### src/core/pmc_defs.vh
`ifndef PMC_DEFS_VH
`define PMC_DEFS_VH

// ----------------------------------------
// Counter shape
// ----------------------------------------
`define PMC_WIDTH 4
`define PMC_ZERO 4'h0
`define PMC_ONE 4'h1
`define PMC_ALL_ONES 4'hf

// ----------------------------------------
// Clear style selection
// ----------------------------------------
`define PMC_CLEAR_SYNC 1'b0
`define PMC_CLEAR_ASYNC 1'b1
`define PMC_CLEAR_DEFAULT 1'b0

`endif

### src/core/pmc_counter.v
`timescale 1ns/1ps
`default_nettype none
`include "pmc_defs.vh"

module pmc_counter #(
   parameter [0:0] ASYNC_CLEAR = `PMC_CLEAR_DEFAULT
) (
   input wire ref_clk_i,
   input wire srst_i,
   input wire async_master_clear_n_i,
   input wire sync_clear_n_i,
   input wire load_enable_n_i,
   input wire count_enable_parallel_i,
   input wire count_enable_trickle_i,
   input wire [`PMC_WIDTH-1:0] preset_data_in_i,
   output reg [`PMC_WIDTH-1:0] count_state_out_o,
   output wire terminal_count_out_o
);

   // ----------------------------------------
   // Mode codes
   // ----------------------------------------
   localparam [1:0] MODE_CLEAR = 2'b00;
   localparam [1:0] MODE_LOAD = 2'b01;
   localparam [1:0] MODE_COUNT = 2'b10;
   localparam [1:0] MODE_HOLD = 2'b11;

   // ----------------------------------------
   // Mode decode function
   // ----------------------------------------
   // clear, then load, then count, then hold
   function [1:0] pmc_pick_mode;
      input clear_req_in;
      input load_n_in;
      input cnt_par_in;
      input cnt_trk_in;
      begin
         if (clear_req_in) begin
            pmc_pick_mode = MODE_CLEAR;
         end else if (!load_n_in) begin
            pmc_pick_mode = MODE_LOAD;
         end else if (cnt_par_in && cnt_trk_in) begin
            pmc_pick_mode = MODE_COUNT;
         end else begin
            pmc_pick_mode = MODE_HOLD;
         end
      end
   endfunction

   // ----------------------------------------
   // All-ones decode function
   // ----------------------------------------
   function pmc_is_top;
      input [`PMC_WIDTH-1:0] value;
      begin
         pmc_is_top = (value == `PMC_ALL_ONES);
      end
   endfunction

   // ----------------------------------------
   // Clear request per build
   // ----------------------------------------
   reg clear_req;

   // only the sync build listens to the clear pin here
   always @* begin
      clear_req = srst_i;
      if (!ASYNC_CLEAR) begin
         // low clear pin wins at the edge
         if (!sync_clear_n_i) begin
            clear_req = 1'b1;
         end
      end
   end

   // ----------------------------------------
   // Mode selection
   // ----------------------------------------
   reg [1:0] mode;

   always @* begin
      mode = pmc_pick_mode(clear_req, load_enable_n_i, count_enable_parallel_i,
         count_enable_trickle_i);
   end

   // ----------------------------------------
   // Per-bit toggle enables
   // ----------------------------------------
   // Carry look-ahead: bit n flips when all lower bits are one
   wire [`PMC_WIDTH-1:0] toggle_en;
   genvar bit_idx;

   assign toggle_en[0] = 1'b1;

   generate
      for (bit_idx = 1; bit_idx < `PMC_WIDTH; bit_idx = bit_idx + 1) begin : g_toggle
         assign toggle_en[bit_idx] = &count_state_out_o[bit_idx-1:0];
      end
   endgenerate

   // ----------------------------------------
   // Next-state selection
   // ----------------------------------------
   reg [`PMC_WIDTH-1:0] next_state;

   always @* begin
      next_state = count_state_out_o;
      case (mode)
         MODE_CLEAR: begin
            next_state = `PMC_ZERO;
         end
         MODE_LOAD: begin
            next_state = preset_data_in_i;
         end
         MODE_COUNT: begin
            // all ones flips every bit, so 15 rolls to 0
            next_state = count_state_out_o ^ toggle_en;
         end
         MODE_HOLD: begin
            next_state = count_state_out_o;
         end
         default: begin
            next_state = count_state_out_o;
         end
      endcase
   end

   // ----------------------------------------
   // State register, clear style per build
   // ----------------------------------------
   generate
      if (ASYNC_CLEAR) begin : g_async
         // clear pin acts without the clock
         always @(posedge ref_clk_i or negedge async_master_clear_n_i) begin
            if (!async_master_clear_n_i) begin
               count_state_out_o <= `PMC_ZERO;
            end else begin
               count_state_out_o <= next_state;
            end
         end
      end else begin : g_sync
         // controls sampled at the edge only
         always @(posedge ref_clk_i) begin
            count_state_out_o <= next_state;
         end
      end
   endgenerate

   // ----------------------------------------
   // Terminal count
   // ----------------------------------------
   // combinational so cascades see trickle at once
   // may glitch, so never a clock or reset downstream
   assign terminal_count_out_o = pmc_is_top(count_state_out_o) && count_enable_trickle_i;

endmodule // pmc_counter

`default_nettype wire

### config.mk
export PLATFORM = sky130hd
export DESIGN_NAME = pmc_counter
export DESIGN_NICKNAME = d
export VERILOG_FILES = /design/src/core/pmc_counter.v
export VERILOG_INCLUDE_DIRS = /design/src /design/src/core
export SDC_FILE = /design/constraint.sdc
export NUM_CORES = 1
export LEC_CHECK = 0
export ABC_AREA = 1
export ABC_CLOCK_PERIOD_IN_PS = 4200
export BUFFER_PORTS_ARGS = -buffer_cell sky130_fd_sc_hd__buf_2
export CAP_MARGIN = 40
export CORE_AREA = 2 2 39 41
export CTS_CLUSTER_SIZE = 40
export DETAILED_ROUTE_END_ITERATION = 7
export DIE_AREA = 0 0 41 43
export SKIP_LAST_GASP = 1
export SYNTH_ARGS = -nofsm -noshare
export SYNTH_HDL_FRONTEND = slang
export SYNTH_SLANG_ARGS = --single-unit
### constraint.sdc
create_clock -name ref_clk_i -period 4.2 [get_ports ref_clk_i]
set_clock_uncertainty 0.15 [all_clocks]
set_input_delay 0.63 -clock ref_clk_i [delete_from_list [all_inputs] [get_ports ref_clk_i]]
set_output_delay 0.63 -clock ref_clk_i [all_outputs]
set_load 0.005 [all_outputs]
==> results.py <==
metrics = {
    "outcome": {
        "status": "completed",
    },
    "sta": {
        "setup_viol": 0,
        "slew_violations": 0,
        "tightest_slew_ns": 0.173,
        "fin_ws_ns": 2.31,
        "final_hold_viol_count": 0,
        "timing.slew.headroom_pct": 88.5,
        "min_period_over_period_pct": 44.9,
        "clock.fmax_mhz": 530,
        "rsz0062_at_grt": "false",
        "min_period_ns": 1.89,
        "setup_tns_ns": 0,
    },
    "grt": {
        "grt_pass1_vias": 282,
        "gr-usage-all-layers_pct": 8.79,
        "grt_max_degree": 5,
        "grt_overflow": 0,
        "grt_pass1_wl_mm": 1.03,
        "grt_antenna_before_repair": 0,
    },
    "layout": {
        "final_area_um2": 415,
        "largestRegisters": "count_state_out_o: 4 flops",
        "nNetsFinal": 71,
        "antenna_cells": 0,
        "post_route_cells_drive_above_1_share_pct": 35.8,
        "instances_no_fill": 69,
        "seqCellArea_um2": 120,
        "n_fill_cell": 162,
        "largest_register_ffs": 4,
        "syn2layout_area_growth_pct": 37.2,
        "largest_register": "count_state_out_o",
        "multi_input_area_um2": 156,
    },
    "floorplan": {
        "die_area_mm2": 0.00176,
        "rows": 14,
        "dieHeight_um": 43,
        "coreArea_mm2": 0.00138,
        "die_x_um": 41,
        "io_pins": 16,
        "start_util_pct": 21.9,
    },
    "power_and_ir_drop": {
        "power_density_mw_per_mm2": 263,
        "finalPower_uw": 109,
        "p_leak_nw": 0.218,
        "vdd_drop_max_mv": 0.0885,
    },
    "yosys": {
        "yosysTopAreaCellShare_pct": 39.7,
        "avgSynthCellArea_um2": 8.41,
        "ys_dominant_reg_cell": "edfxtp_1",
        "ys_types": 9,
        "synth_area_leaders": "edfxtp_1, ha_1, nand2_1",
        "synth_nets": 52,
        "synth_area_leader_cell": "edfxtp_1",
        "async_flop_share_pct": 0,
        "synth_area_um2": 303,
        "ys_warn_count": 0,
        "postSynthCellCount": 36,
        "synth_edf_count": 4,
        "ys_seq_area_share_pct": 39.7,
        "synth_most_common_cell": "nand2_1",
        "synthTopCellsByCount": "nand2_1, inv_1, ha_1",
        "synth_seq_cells": 4,
    },
    "critical_path": {
        "cp_cell_sequence": "ha_1 -> nand2_1 -> nor2_1 -> buf_2",
        "critical_path_class": "reg -> out",
        "r2r_slack_ns": 2.72,
        "critPathCaptureType": "output port",
        "regToRegStartpoint": "count_state_out_o[0]",
        "cp_slowest_cell": "edfxtp_1",
        "r2r_end": "count_state_out_o[3]",
        "cp_top_family": "flip-flops",
        "cp_max_fo": 3,
        "worstPathRequired_ns": 3.42,
        "cp-start-kind": "register",
        "cpPeakStageDelay_ns": 0.41,
        "crit_buf_inv": 1,
        "rr_worst_depth": 6,
        "cp.arrival_ns": 1.11,
    },
    "min_path": {
        "holdPathStages": 3,
        "hold_end": "count_state_out_o[0]",
        "worstHoldPathType": "reg -> reg",
        "hp-start": "count_state_out_o[0]",
    },
    "clock_network": {
        "cts_tree": "yes",
        "numCtsBuffers": 3,
        "post-cts-setup-buffer-count": 0,
        "cts.path.max_buffers": 2,
        "cts.htree.levels": 1,
        "clk_latency_ns": 0.23,
        "cts_sinks": 4,
        "path_clk_slew_ns": 0.04,
        "cts_root_buf": "clkbuf_4",
        "postCtsHoldBufs": 0,
        "post_cts_resized": 0,
    },
    "job": {
        "cap_violations": 0,
    },
    "drt": {
        "wirelength_um": 599,
        "via_per_inst": 4.00,
        "first_iter_violations": 0,
        "routedWlPerCell_um": 8.68,
        "drtPass1Iterations": 1,
        "postRouteAntennaNets": 0,
        "vias": 276,
        "drc": 0,
    },
    "place": {
        "routabilityCongestion": 0.683,
        "detailedPlace.worstSlack_ns": 2.41,
        "numPortBuffers": 14,
        "hpwl_um": 490,
        "dp_cells": 66,
        "place_area_um2": 393,
    },
}
how the worst max path moves through the flow:
stage                                       to               startpoint  slack (ns)  cells past startpoint
after floorplan           count_state_out_o[0]  count_enable_parallel_i        2.60                      5
after global placement    count_state_out_o[0]   count_enable_trickle_i        2.43                      6
after detailed placement  count_state_out_o[0]   count_enable_trickle_i        2.41                      6
after CTS                 terminal_count_out_o     count_state_out_o[0]        2.29                      4
after global routing      terminal_count_out_o     count_state_out_o[0]        2.25                      4
final                     terminal_count_out_o     count_state_out_o[0]        2.31                      4
power by group:
| part | switching (mW) | internal (mW) | leakage, nW | total [mW] |
|---|---|---|---|---|
| Clock | 0.0159 | 0.0320 | 0.0138 | 0.0478 |
| Sequential | 0.00112 | 0.0456 | 0.0484 | 0.0467 |
| Combinational | 0.00749 | 0.00706 | 0.156 | 0.0145 |
logic make-up (layout without fill, tap and decap cells):
kind of cell / Yosys count / in the layout / share of synthesized area, %
fa+ha+maj: 5 / 5 / 20.7
simple gates: 16 / 16 / 23.1
flops: 4 / 4 / 39.7
compound gates: 4 / 4 / 7.85
buf+inv: 7 / 24 / 8.68
worst reg2reg max path: stages (launching register included):
cell and delay, ns:
edfxtp_1 0.41, ha_1 0.24, ha_1 0.20, inv_1 0.05, nand2_1 0.06, nand3_2 0.07
a21oi_2 0.05
cell usage in the layout (no fill, tap or decap):
cell,instances
buf_2,14
nand2_1,11
inv_1,7
ha_1,5
edfxtp_1,4
nand3_1,3
a21oi_1,3
clkbuf_4,3
nand3_2,1
a21oi_2,1
nor2_1,1
through the flow:
| stage | utilization, % | hold slack [ns] |
|---|---|---|
| floorplan | - | 0.520 |
| global placement | 28.4 | 0.530 |
| detailed placement | 28.4 | 0.563 |
| CTS | 30.0 | 0.558 |
| global route | 30.0 | 0.601 |
| finish | 30.0 | 0.549 |
metal layers:
metal | global-route usage [%] | up-vias | routed length [um]
met5 | 0 | - | 0
met4 | 6.00 | 0 | 0
met3 | 3.14 | 0 | 36
li1 | - | 151 | -
met1 | 8.85 | 120 | 252
met2 | 14.1 | 5 | 310
area by class of cell:
cell class	count	share of cell area, %
multi-input cells	25	37.7
inverters	7	6.33
flip-flops and latches	4	28.9
well taps	16	4.82
clock buffers	3	5.42
repair buffers	14	16.9
No activity file was read; power rests on OpenSTA's default activity.
